<file path="config.mk">
export PLATFORM = sky130hd
export DESIGN_NAME = rspt_sequencer
export DESIGN_NICKNAME = d
export VERILOG_FILES = /design/src/hdl/rspt_pkg.sv /design/src/hdl/rspt_sequencer.sv
export VERILOG_INCLUDE_DIRS = /design/src /design/src/hdl
export SDC_FILE = /design/constraint.sdc
export NUM_CORES = 1
export LEC_CHECK = 0
export ABC_AREA = 1
export ABC_CLOCK_PERIOD_IN_PS = 3400
export BUFFER_PORTS_ARGS = -buffer_cell sky130_fd_sc_hd__buf_2
export CAP_MARGIN = 20
export CORE_ASPECT_RATIO = 1.2
export CORE_UTILIZATION = 53
export CTS_CLUSTER_SIZE = 16
export DETAILED_ROUTE_END_ITERATION = 16
export GPL_TIMING_DRIVEN = 0
export PLACE_DENSITY = 0.76
export SLEW_MARGIN = 20
export SYNTH_ARGS = -nofsm -noshare
export SYNTH_HDL_FRONTEND = slang
export SYNTH_SLANG_ARGS = --single-unit
</file>
<file path="constraint.sdc">
create_clock -name clk -period 3.4 [get_ports clk]
set_input_delay 0.17 -clock clk [delete_from_list [all_inputs] [get_ports clk]]
set_output_delay 0.17 -clock clk [all_outputs]
set_load 0.005 [all_outputs]
</file>
<file path="src/hdl/rspt_params.svh">
`ifndef RSPT_PARAMS_SVH
`define RSPT_PARAMS_SVH
// ----------------------------------------
// Register byte addresses
// ----------------------------------------
`define RSPT_ADDR_STATUS 12'h000
`define RSPT_ADDR_MASK 12'h004
`define RSPT_ADDR_CONFIG 12'h008
`define RSPT_ADDR_CONTROL 12'h00C
// ----------------------------------------
// Status and mask bit positions
// ----------------------------------------
`define RSPT_BIT_RI_N 0
`define RSPT_BIT_OVF 1
`define RSPT_BIT_UNF 2
`define RSPT_BIT_POR 3
`define RSPT_BIT_PGM 4
`define RSPT_EV_W 5
// Reset-instruction flag reads 1 until a reset instruction clears it
`define RSPT_STATUS_RST 5'h01
// ----------------------------------------
// Config bit positions
// ----------------------------------------
`define RSPT_CFG_STK_EN 0
`define RSPT_CFG_POWERUP_TIMER_N 1
`define RSPT_CFG_EXTERNAL_MASTER_RESET_EN 2
`define RSPT_CFG_OST_REQ 3
`define RSPT_CFG_RST 4'h1
// ----------------------------------------
// Timing
// ----------------------------------------
`define RSPT_CLK_HZ 40000000
`define RSPT_POWERUP_TIMER_MS 64
`define RSPT_POWERUP_TIMER_CYC ((`RSPT_CLK_HZ / 1000) * `RSPT_POWERUP_TIMER_MS)
`define RSPT_EXTERNAL_MASTER_RESET_CYC 10
`define RSPT_OST_CYC 1024
`endif

</file>
<file path="src/hdl/rspt_pkg.sv">
package rspt_pkg;
  typedef enum logic [2:0] {
    RSPT_HOLD,
    RSPT_WAIT_TIMERS,
    RSPT_WAIT_PIN,
    RSPT_PIN_DELAY,
    RSPT_RUN
  } rspt_state_t;

  typedef struct packed {
    logic reset_instr;
    logic stack_over;
    logic stack_under;
    logic prog_exit;
    logic selfprog;
  } rspt_events_t;
endpackage : rspt_pkg

</file>
<file path="src/hdl/rspt_sequencer.sv">
// Implementation choices: the address map and register access over APB.
`include "rspt_params.svh"
module rspt_sequencer #(
  parameter int POWERUP_TIMER_CYC = `RSPT_POWERUP_TIMER_CYC,
  parameter int OST_CYC = `RSPT_OST_CYC,
  parameter int EXTERNAL_MASTER_RESET_CYC = `RSPT_EXTERNAL_MASTER_RESET_CYC
) (
  input wire logic clk,
  input wire logic rst,
  input wire logic por_bor_active,
  input wire logic external_master_reset_n,
  input wire rspt_pkg::rspt_events_t events,
  output logic core_reset,
  output logic irq,
  input wire logic psel,
  input wire logic penable,
  input wire logic pwrite,
  input wire logic [11:0] paddr,
  input wire logic [31:0] pwdata,
  output logic [31:0] prdata,
  output logic pready,
  output logic pslverr
);
  // ----------------------------------------
  // Registers
  // ----------------------------------------
  rspt_pkg::rspt_state_t state;
  rspt_pkg::rspt_state_t next_state;
  logic [`RSPT_EV_W-1:0] status;
  logic [`RSPT_EV_W-1:0] mask;
  logic [3:0] config_bits;
  logic [31:0] powerup_timer_cnt;
  logic [31:0] ost_cnt;
  logic [7:0] pin_cnt;
  logic por_seen;

  // ----------------------------------------
  // Bus decode
  // ----------------------------------------
  wire bus_wr = psel && penable && pwrite;
  wire bus_rd = psel && penable && !pwrite;
  wire sel_status = paddr == `RSPT_ADDR_STATUS;
  wire sel_mask = paddr == `RSPT_ADDR_MASK;
  wire sel_config = paddr == `RSPT_ADDR_CONFIG;
  wire sel_control = paddr == `RSPT_ADDR_CONTROL;
  wire sel_any = sel_status || sel_mask || sel_config || sel_control;
  assign pready = 1'b1;
  assign pslverr = psel && penable && !sel_any;

  // ----------------------------------------
  // Reset sources
  // ----------------------------------------
  wire stack_en = config_bits[`RSPT_CFG_STK_EN];
  wire powerup_timer_on = !config_bits[`RSPT_CFG_POWERUP_TIMER_N];
  wire external_master_reset_en = config_bits[`RSPT_CFG_EXTERNAL_MASTER_RESET_EN];
  wire ost_req = config_bits[`RSPT_CFG_OST_REQ];
  wire stack_hit = stack_en && (events.stack_over || events.stack_under);
  // Software reset via control word bit 0 acts as the reset instruction too
  wire sw_rst = events.reset_instr || (bus_wr && sel_control && pwdata[0]);
  // Programming exit replays the power-on path; self-programming is ignored
  wire por_like = por_bor_active || events.prog_exit;
  wire warm_rst = sw_rst || stack_hit;
  wire pin_low = external_master_reset_en && !external_master_reset_n;
  wire powerup_timer_done = !powerup_timer_on || (powerup_timer_cnt >= 32'(POWERUP_TIMER_CYC));
  wire ost_done = !ost_req || (ost_cnt >= 32'(OST_CYC));
  wire timers_done = powerup_timer_done && ost_done;

  // ----------------------------------------
  // Start-up sequencer
  // ----------------------------------------
  always_comb begin
    next_state = state;
    case (state)
      rspt_pkg::RSPT_HOLD: begin
        if (!por_like) begin
          next_state = rspt_pkg::RSPT_WAIT_TIMERS;
        end
      end
      rspt_pkg::RSPT_WAIT_TIMERS: begin
        if (timers_done) begin
          next_state = pin_low ? rspt_pkg::RSPT_WAIT_PIN : rspt_pkg::RSPT_RUN;
        end
      end
      rspt_pkg::RSPT_WAIT_PIN: begin
        if (!pin_low) begin
          next_state = rspt_pkg::RSPT_PIN_DELAY;
        end
      end
      rspt_pkg::RSPT_PIN_DELAY: begin
        if (pin_low) begin
          next_state = rspt_pkg::RSPT_WAIT_PIN;
        end else if (pin_cnt >= 8'(EXTERNAL_MASTER_RESET_CYC - 1)) begin
          next_state = rspt_pkg::RSPT_RUN;
        end
      end
      rspt_pkg::RSPT_RUN: begin
        if (pin_low) begin
          next_state = rspt_pkg::RSPT_WAIT_PIN;
        end
      end
      default: next_state = rspt_pkg::RSPT_HOLD;
    endcase
    if (por_like) begin
      next_state = rspt_pkg::RSPT_HOLD;
    end else if (warm_rst) begin
      // Warm resets skip the power-up timer, which only follows POR/BOR or programming exit
      next_state = rspt_pkg::RSPT_PIN_DELAY;
    end
  end

  // Core held in reset in every state but run
  assign core_reset = state != rspt_pkg::RSPT_RUN;

  always_ff @(posedge clk or posedge rst) begin
    if (rst) begin
      state <= rspt_pkg::RSPT_HOLD;
    end else begin
      state <= next_state;
    end
  end

  // Timers count on the free-running clock; a fresh POR restarts them
  always_ff @(posedge clk or posedge rst) begin
    if (rst) begin
      powerup_timer_cnt <= 32'h00000000;
    end else if (state != rspt_pkg::RSPT_WAIT_TIMERS) begin
      powerup_timer_cnt <= 32'h00000000;
    end else if (!powerup_timer_done) begin
      powerup_timer_cnt <= powerup_timer_cnt + 32'h00000001;
    end
  end

  // Holding at the terminal count keeps the done flag from wrapping away
  always_ff @(posedge clk or posedge rst) begin
    if (rst) begin
      ost_cnt <= 32'h00000000;
    end else if (state != rspt_pkg::RSPT_WAIT_TIMERS) begin
      ost_cnt <= 32'h00000000;
    end else if (!ost_done) begin
      ost_cnt <= ost_cnt + 32'h00000001;
    end
  end

  // A warm reset inside the pin delay restarts the full delay
  always_ff @(posedge clk or posedge rst) begin
    if (rst) begin
      pin_cnt <= 8'h00;
    end else if (state != rspt_pkg::RSPT_PIN_DELAY || warm_rst) begin
      pin_cnt <= 8'h00;
    end else begin
      pin_cnt <= pin_cnt + 8'h01;
    end
  end

  // ----------------------------------------
  // Status, mask, config
  // ----------------------------------------
  logic [`RSPT_EV_W-1:0] ev_set;
  logic [`RSPT_EV_W-1:0] ev_clr;
  always_comb begin
    ev_set = '0;
    ev_set[`RSPT_BIT_OVF] = stack_en && events.stack_over;
    ev_set[`RSPT_BIT_UNF] = stack_en && events.stack_under;
    ev_set[`RSPT_BIT_POR] = por_bor_active;
    ev_set[`RSPT_BIT_PGM] = events.prog_exit;
    ev_clr = (bus_wr && sel_status) ? pwdata[`RSPT_EV_W-1:0] : '0;
  end

  always_ff @(posedge clk or posedge rst) begin
    if (rst) begin
      status <= `RSPT_STATUS_RST;
    end else begin
      // Set wins over a same-cycle write-one-to-clear
      status <= (status & ~ev_clr) | ev_set;
      // Active-low flag: a reset instruction drives it to zero, software writes 1 to rearm
      if (sw_rst) begin
        status[`RSPT_BIT_RI_N] <= 1'b0;
      end else if (bus_wr && sel_status && pwdata[`RSPT_BIT_RI_N]) begin
        status[`RSPT_BIT_RI_N] <= 1'b1;
      end else begin
        status[`RSPT_BIT_RI_N] <= status[`RSPT_BIT_RI_N];
      end
    end
  end

  always_ff @(posedge clk or posedge rst) begin
    if (rst) begin
      mask <= '0;
      config_bits <= `RSPT_CFG_RST;
    end else begin
      if (bus_wr && sel_mask) begin
        mask <= pwdata[`RSPT_EV_W-1:0];
      end
      if (bus_wr && sel_config) begin
        config_bits <= pwdata[3:0];
      end
    end
  end

  // Reset-instruction flag is active low, so its event is the zero level
  wire [`RSPT_EV_W-1:0] pending = {status[`RSPT_EV_W-1:1], ~status[`RSPT_BIT_RI_N]};
  assign irq = |(pending & mask);

  wire [31:0] rd_mux = sel_status ? {27'h0000000, status} :
                       sel_mask ? {27'h0000000, mask} :
                       sel_config ? {28'h0000000, config_bits} :
                       sel_control ? {29'h00000000, state} : 32'h00000000;
  always_ff @(posedge clk or posedge rst) begin
    if (rst) begin
      prdata <= 32'h00000000;
    end else if (psel && !penable && !pwrite) begin
      prdata <= rd_mux;
    end
  end

  // ----------------------------------------
  // Assertion helpers
  // ----------------------------------------
  // Cycles spent in the pin delay since entry or since a warm reset restarted it
  logic [7:0] chk_pin_len;
  always_ff @(posedge clk or posedge rst) begin
    if (rst) begin
      chk_pin_len <= 8'h00;
    end else if (state != rspt_pkg::RSPT_PIN_DELAY || warm_rst) begin
      chk_pin_len <= 8'h00;
    end else if (chk_pin_len != 8'hFF) begin
      chk_pin_len <= chk_pin_len + 8'h01;
    end
  end

  // Cycles spent waiting for the timers; wide enough for the full power-up delay
  logic [31:0] chk_wait_len;
  always_ff @(posedge clk or posedge rst) begin
    if (rst) begin
      chk_wait_len <= 32'h00000000;
    end else if (state != rspt_pkg::RSPT_WAIT_TIMERS) begin
      chk_wait_len <= 32'h00000000;
    end else begin
      chk_wait_len <= chk_wait_len + 32'h00000001;
    end
  end

  // ----------------------------------------
  // Checks
  // ----------------------------------------
  a_powerup_timer_holds: assert property (@(posedge clk) disable iff (rst)
    state == rspt_pkg::RSPT_WAIT_TIMERS |-> core_reset) else $error("core ran in timers");
  a_por_holds: assert property (@(posedge clk) disable iff (rst)
    por_bor_active |=> state == rspt_pkg::RSPT_HOLD) else $error("por not held");
  a_ri_clear: assert property (@(posedge clk) disable iff (rst)
    events.reset_instr |=> !status[`RSPT_BIT_RI_N] && core_reset) else $error("ri not zero");
  a_stack_off: assert property (@(posedge clk) disable iff (rst)
    !stack_en && !por_like && !events.reset_instr && !pin_low && state == rspt_pkg::RSPT_RUN
    && !(bus_wr && sel_control) |=> !core_reset) else $error("stack reset disabled");
  a_ovf_flag: assert property (@(posedge clk) disable iff (rst)
    stack_en && events.stack_over |=> status[`RSPT_BIT_OVF]) else $error("ovf flag");
  a_pgm_like_por: assert property (@(posedge clk) disable iff (rst)
    events.prog_exit |=> state == rspt_pkg::RSPT_HOLD) else $error("prog exit");
  a_pin_delay: assert property (@(posedge clk) disable iff (rst)
    state == rspt_pkg::RSPT_PIN_DELAY && chk_pin_len == 8'(EXTERNAL_MASTER_RESET_CYC - 1) && !por_like
    && !warm_rst && !pin_low |=> state == rspt_pkg::RSPT_RUN) else $error("pin delay");

  a_pin_early: assert property (@(posedge clk) disable iff (rst)
    state == rspt_pkg::RSPT_PIN_DELAY && chk_pin_len < 8'(EXTERNAL_MASTER_RESET_CYC - 1) |=> core_reset)
    else $error("pin delay short");

  a_powerup_timer_length: assert property (@(posedge clk) disable iff (rst)
    $fell(core_reset) && $past(state) == rspt_pkg::RSPT_WAIT_TIMERS && $past(powerup_timer_on)
    |-> $past(chk_wait_len) >= 32'(POWERUP_TIMER_CYC)) else $error("power-up delay short");

  a_ost_length: assert property (@(posedge clk) disable iff (rst)
    $fell(core_reset) && $past(state) == rspt_pkg::RSPT_WAIT_TIMERS && $past(ost_req)
    |-> $past(chk_wait_len) >= 32'(OST_CYC)) else $error("oscillator delay short");

  a_por_no_run: assert property (@(posedge clk) disable iff (rst)
    por_like |=> core_reset) else $error("core ran during por");

  a_hold_timers: assert property (@(posedge clk) disable iff (rst)
    state == rspt_pkg::RSPT_HOLD |=> powerup_timer_cnt == 32'h00000000)
    else $error("timer ran before release");

  a_pin_blocks: assert property (@(posedge clk) disable iff (rst)
    pin_low |=> core_reset) else $error("core ran with pin low");

  a_unf_flag: assert property (@(posedge clk) disable iff (rst)
    stack_en && events.stack_under |=> status[`RSPT_BIT_UNF]) else $error("unf flag");

  a_stack_reset: assert property (@(posedge clk) disable iff (rst)
    stack_hit && !por_like |=> state == rspt_pkg::RSPT_PIN_DELAY)
    else $error("stack event did not reset");

  a_flag_sticky: assert property (@(posedge clk) disable iff (rst)
    status[`RSPT_BIT_OVF] && !(bus_wr && sel_status && pwdata[`RSPT_BIT_OVF])
    |=> status[`RSPT_BIT_OVF]) else $error("ovf flag lost");

  a_ri_rearm: assert property (@(posedge clk) disable iff (rst)
    bus_wr && sel_status && pwdata[`RSPT_BIT_RI_N] && !sw_rst |=> status[`RSPT_BIT_RI_N])
    else $error("ri flag not rearmed");

  a_sw_write: assert property (@(posedge clk) disable iff (rst)
    bus_wr && sel_control && pwdata[0] && !por_like |=> state == rspt_pkg::RSPT_PIN_DELAY)
    else $error("software reset ignored");

  a_irq_quiet: assert property (@(posedge clk) disable iff (rst)
    mask == '0 |-> !irq) else $error("irq with all masked");

  a_mask_write: assert property (@(posedge clk) disable iff (rst)
    bus_wr && sel_mask |=> mask == $past(pwdata[`RSPT_EV_W-1:0])) else $error("mask write");

  a_config_write: assert property (@(posedge clk) disable iff (rst)
    bus_wr && sel_config |=> config_bits == $past(pwdata[3:0])) else $error("config write");

  a_bypass: assert property (@(posedge clk) disable iff (rst)
    state == rspt_pkg::RSPT_WAIT_TIMERS && !powerup_timer_on && !ost_req && !pin_low && !por_like
    && !warm_rst |=> state == rspt_pkg::RSPT_RUN) else $error("bypass");
  a_selfprog: assert property (@(posedge clk) disable iff (rst)
    state == rspt_pkg::RSPT_RUN && events.selfprog && !por_like && !warm_rst && !pin_low
    |=> !core_reset) else $error("selfprog reset");
  c_run: cover property (@(posedge clk) disable iff (rst) $fell(core_reset));
  c_ovf: cover property (@(posedge clk) disable iff (rst) stack_hit);
  c_pin: cover property (@(posedge clk) disable iff (rst) state == rspt_pkg::RSPT_WAIT_PIN);
  c_pin_run: cover property (@(posedge clk) disable iff (rst)
    state == rspt_pkg::RSPT_PIN_DELAY ##1 state == rspt_pkg::RSPT_RUN);
  c_prog: cover property (@(posedge clk) disable iff (rst) events.prog_exit);
endmodule : rspt_sequencer

</file>
==> reports/qor.csv <==
stage,metric,value,unit
run_status,status,completed,
clock_tree,hold buffer count at CTS,1,
routing,DRT iter0 DRCs,245,
global_route,vias in the first global route,3942,
synthesis,post-synthesis mux area share,0,
worst_setup_path,RR Endpoint,ost_cnt[6]$_DFFE_PP0P_,
routing,first-pass iteration count of the detailed router,4,
routing,post-detailed-route DRC marker count,0,
clock_tree,setup bufs post-CTS,0,
finish,"commonest non-fill, non-tap cell in the layout",nand2_1,
power_and_ir_drop,Worst VDD drop,0.321,mV
routing,Vias/cell,4.94,
routing,met3 WL,377,microns
power_and_ir_drop,overall power consumption,2.29,mW
global_route,GRT Total Usage,0.204,
timing,Setup Skew,5.25,ps
finish,Finished Cell Area,5940,sq um
synthesis,sequential element share of the synthesized area,0.455,
clock_tree,H-tree Lvls,3,
synthesis,Yosys reg bits,94,
clock_tree,clk buf depth,2,
worst_setup_path,Crit. End Element,register,
worst_setup_path,Worst R2R Setup Slack,1760,ps
global_route,global route overflow,0,
worst_setup_path,Worst Setup EP,ost_cnt[6]$_DFFE_PP0P_,
finish,Area Overhead vs Synth,14.9,%
clock_tree,CTS tree,built,
placed_design,Placed Instances,846,
finish,# diodes,0,
power_and_ir_drop,leakage,2.84,nW
worst_setup_path,critical path class,reg2reg,
global_route,largest net degree at the start of global routing,83,
global_route,initial antenna violation count,0,
worst_setup_path,CP Launch Type,register,
placed_design,Routability Congestion,0.885,
placed_design,port buffer count,35,
finish,most frequent cells in the layout,"nand2_1 (121), nor2_1 (107), inv_1 (101)",
timing,final setup slack of the worst path,1760,ps
timing,Slew @ Worst Pin,517,ps
floorplan,Initial Util,0.543,
timing,Slew HR,0.653,
synthesis,Mapped Avg Cell Area,7.82,sq um
clock_tree,"Reg clk slew, reported paths",70,ps
routing,top layer in use,met4,
finish,share of post-route cells with drive strength above 1,0.174,
worst_hold_path,Hold Crit Class,in2reg,
timing,RSZ-0062 raised after global routing,false,
floorplan,chip height,110,microns
placed_design,hpwl dp,7450,microns
synthesis,yosys warns,0,
worst_setup_path,"critical path fanouts, max",6,
clock_tree,Num CTS Buffers,9,
finish,area of the multi-input gates,2200,sq um
routing,Routed Antenna Nets,0,
clock_tree,clk_lat worst skew,340,ps
finish,Reg area,2350,sq um
synthesis,Synth Area in Compound Gates,0.0714,
synthesis,Post-Syn Area,5170,sq um
finish,fin util,0.624,
clock_tree,clock root buffer,clkbuf_16,
routing,WL/cell,11.5,microns
timing,Max Slew Vio Count,0,
worst_setup_path,Critical Path Source,ost_cnt[23]$_DFFE_PP0P_,
global_route,first-pass GRT wire length,16500,microns
synthesis,largest family of logic cells by synthesized area,simple AND/OR/NAND/NOR gates,
floorplan,row cnt,39,
placed_design,Placed Area,5630,sq um
worst_setup_path,R2R Path Start,ost_cnt[23]$_DFFE_PP0P_,
floorplan,die width,92.2,microns
synthesis,Adder-Cell Fraction of Synth Area,0.0169,
finish,Final nets,798,
routing,Post-Route WL,9890,microns
power_and_ir_drop,Pwr per Cell Area,385,nW/um^2
clock_tree,# clock sinks,94,
synthesis,Post-Synth XOR/XNOR Area,0.0169,
placed_design,pre-CTS WS,1800,ps
floorplan,num ports,92,
worst_setup_path,R2R cell count,8,
flow_run,Max-cap violations,0,
synthesis,Unique masters post-synth,40,
timing,final hold vios,0,
routing,met2 WL,5060,microns
worst_setup_path,worst path required time,3630,ps
timing,Peak Freq,611,MHz
finish,fin cells,863,
synthesis,Simple-Gate Fraction of Synth Area,0.300,
worst_setup_path,crit path DAT,1860,ps
clock_tree,Resized cells post-CTS,0,
timing,crit path time final,1640,ps
floorplan,core area,9520,sq um
routing,Metal-1 WL,4270,microns
routing,DR vias,4267,
floorplan,die area,10200,sq um
timing,# setup viols final,0,
synthesis,Synth Instances,661,
finish,Fill cells,832,
timing,Final period util,0.481,
## report_power, final
part / leakage (nW) / total (mW) / internal, mW / switching (mW)
sequential: 1.29 / 1.13 / 1.12 / 0.00578
clock: 0.143 / 1.01 / 0.594 / 0.414
combinational: 1.41 / 0.149 / 0.0600 / 0.0894
## stage by stage
| stage | hold slack, ps | setup TNS, ps |
|---|---|---|
| 6_report | 22.5 | 0 |
| 5_1_grt | 20.7 | 0 |
| 4_1_cts | 8.65 | 0 |
| 3_5_place_dp | 93.4 | 0 |
| 3_3_place_gp | 366 | -22650 |
| 2_1_floorplan | 262 | 0 |
## layout make-up
class,count,area share
Tap cell,123,0.0259
Buffer,40,0.0527
Inverter,106,0.0678
Clock buffer,12,0.0415
Multi-Input combinational cell,447,0.371
Timing Repair Buffer,37,0.0358
Sequential cell,94,0.396
Clock inverter,4,0.00927
## registers in the layout, indices dropped and copies added (netlist names)
register,flops
state,3
config_bits,4
prdata,5
pin_cnt,8
status,5
ost_cnt,32
powerup_timer_cnt,32
mask,5
## logic make-up (layout without fill, tap and decap cells)
group / count (synthesis) / after routing
and+or+nand+nor: 339 / 339
buffers and inverters: 146 / 199
DFF: 94 / 94
AOI/OAI and AO/OA: 63 / 63
xor gates and xnor gates: 10 / 10
adders and majority gates: 7 / 7
other: 2 / 28
## worst max-delay path: stages (launching register included)
cell     delay, ps
dfrtp_1        390
nor2_1         140
nand3_1        110
nor2_1         130
nand3_2        220
nor2_2         250
nand2_1        100
o21ai_1        130
nor2_1          50
## per-layer routing
| layer | GRT usage | vias up |
|---|---|---|
| li1 | - | 2168 |
| met4 | 0.0859 | 0 |
| met1 | 0.241 | 1980 |
| met3 | 0.0370 | 15 |
| met5 | 0 | - |
| met2 | 0.367 | 104 |
## worst min-delay path by stage
| stage | from | cells past startpoint | end |
|---|---|---|---|
| after floorplan | por_bor_active | 1 | status[3]$_DFF_PP0_ |
| after global placement | por_bor_active | 2 | status[3]$_DFF_PP0_ |
| after detailed placement | rst | 2 | powerup_timer_cnt[12]$_DFFE_PP0P_ |
| after CTS | por_bor_active | 2 | status[3]$_DFF_PP0_ |
| after global routing | por_bor_active | 2 | status[3]$_DFF_PP0_ |
| final | por_bor_active | 2 | status[3]$_DFF_PP0_ |
## cells in the mapped netlist
cell	n	area (sq um)
a21o_1	1	7.51
a21oi_1	12	60.1
a22o_1	2	17.5
a22oi_1	1	7.51
a31oi_1	1	6.26
buf_2	1	5.00
buf_4	29	218
buf_6	7	78.8
clkbuf_1	3	11.3
conb_1	2	7.51
dfrtp_1	92	2300
dfstp_2	2	52.6
ha_1	7	87.6
inv_1	102	383
inv_2	4	15.0
nand2_1	121	454
nand2_2	7	43.8
nand2_4	1	11.3
nand3_1	42	210
nand3_2	6	60.1
nand4_1	20	125
nor2_1	107	402
nor2_2	7	43.8
nor2_4	3	33.8
nor3_1	16	80.1
nor3_2	3	30.0
nor3_4	2	32.5
nor3b_1	1	7.51
o2111ai_1	1	8.76
o211ai_1	1	7.51
o21ai_0	30	150
o21ai_1	3	15.0
o21ai_2	4	35.0
o21bai_1	1	7.51
o22a_1	1	8.76
o31ai_1	5	37.5
or2_1	1	6.26
or2_2	2	12.5
xnor2_1	2	17.5
xor2_1	8	70.1
Note: power is estimated with default switching activity, not from simulation.
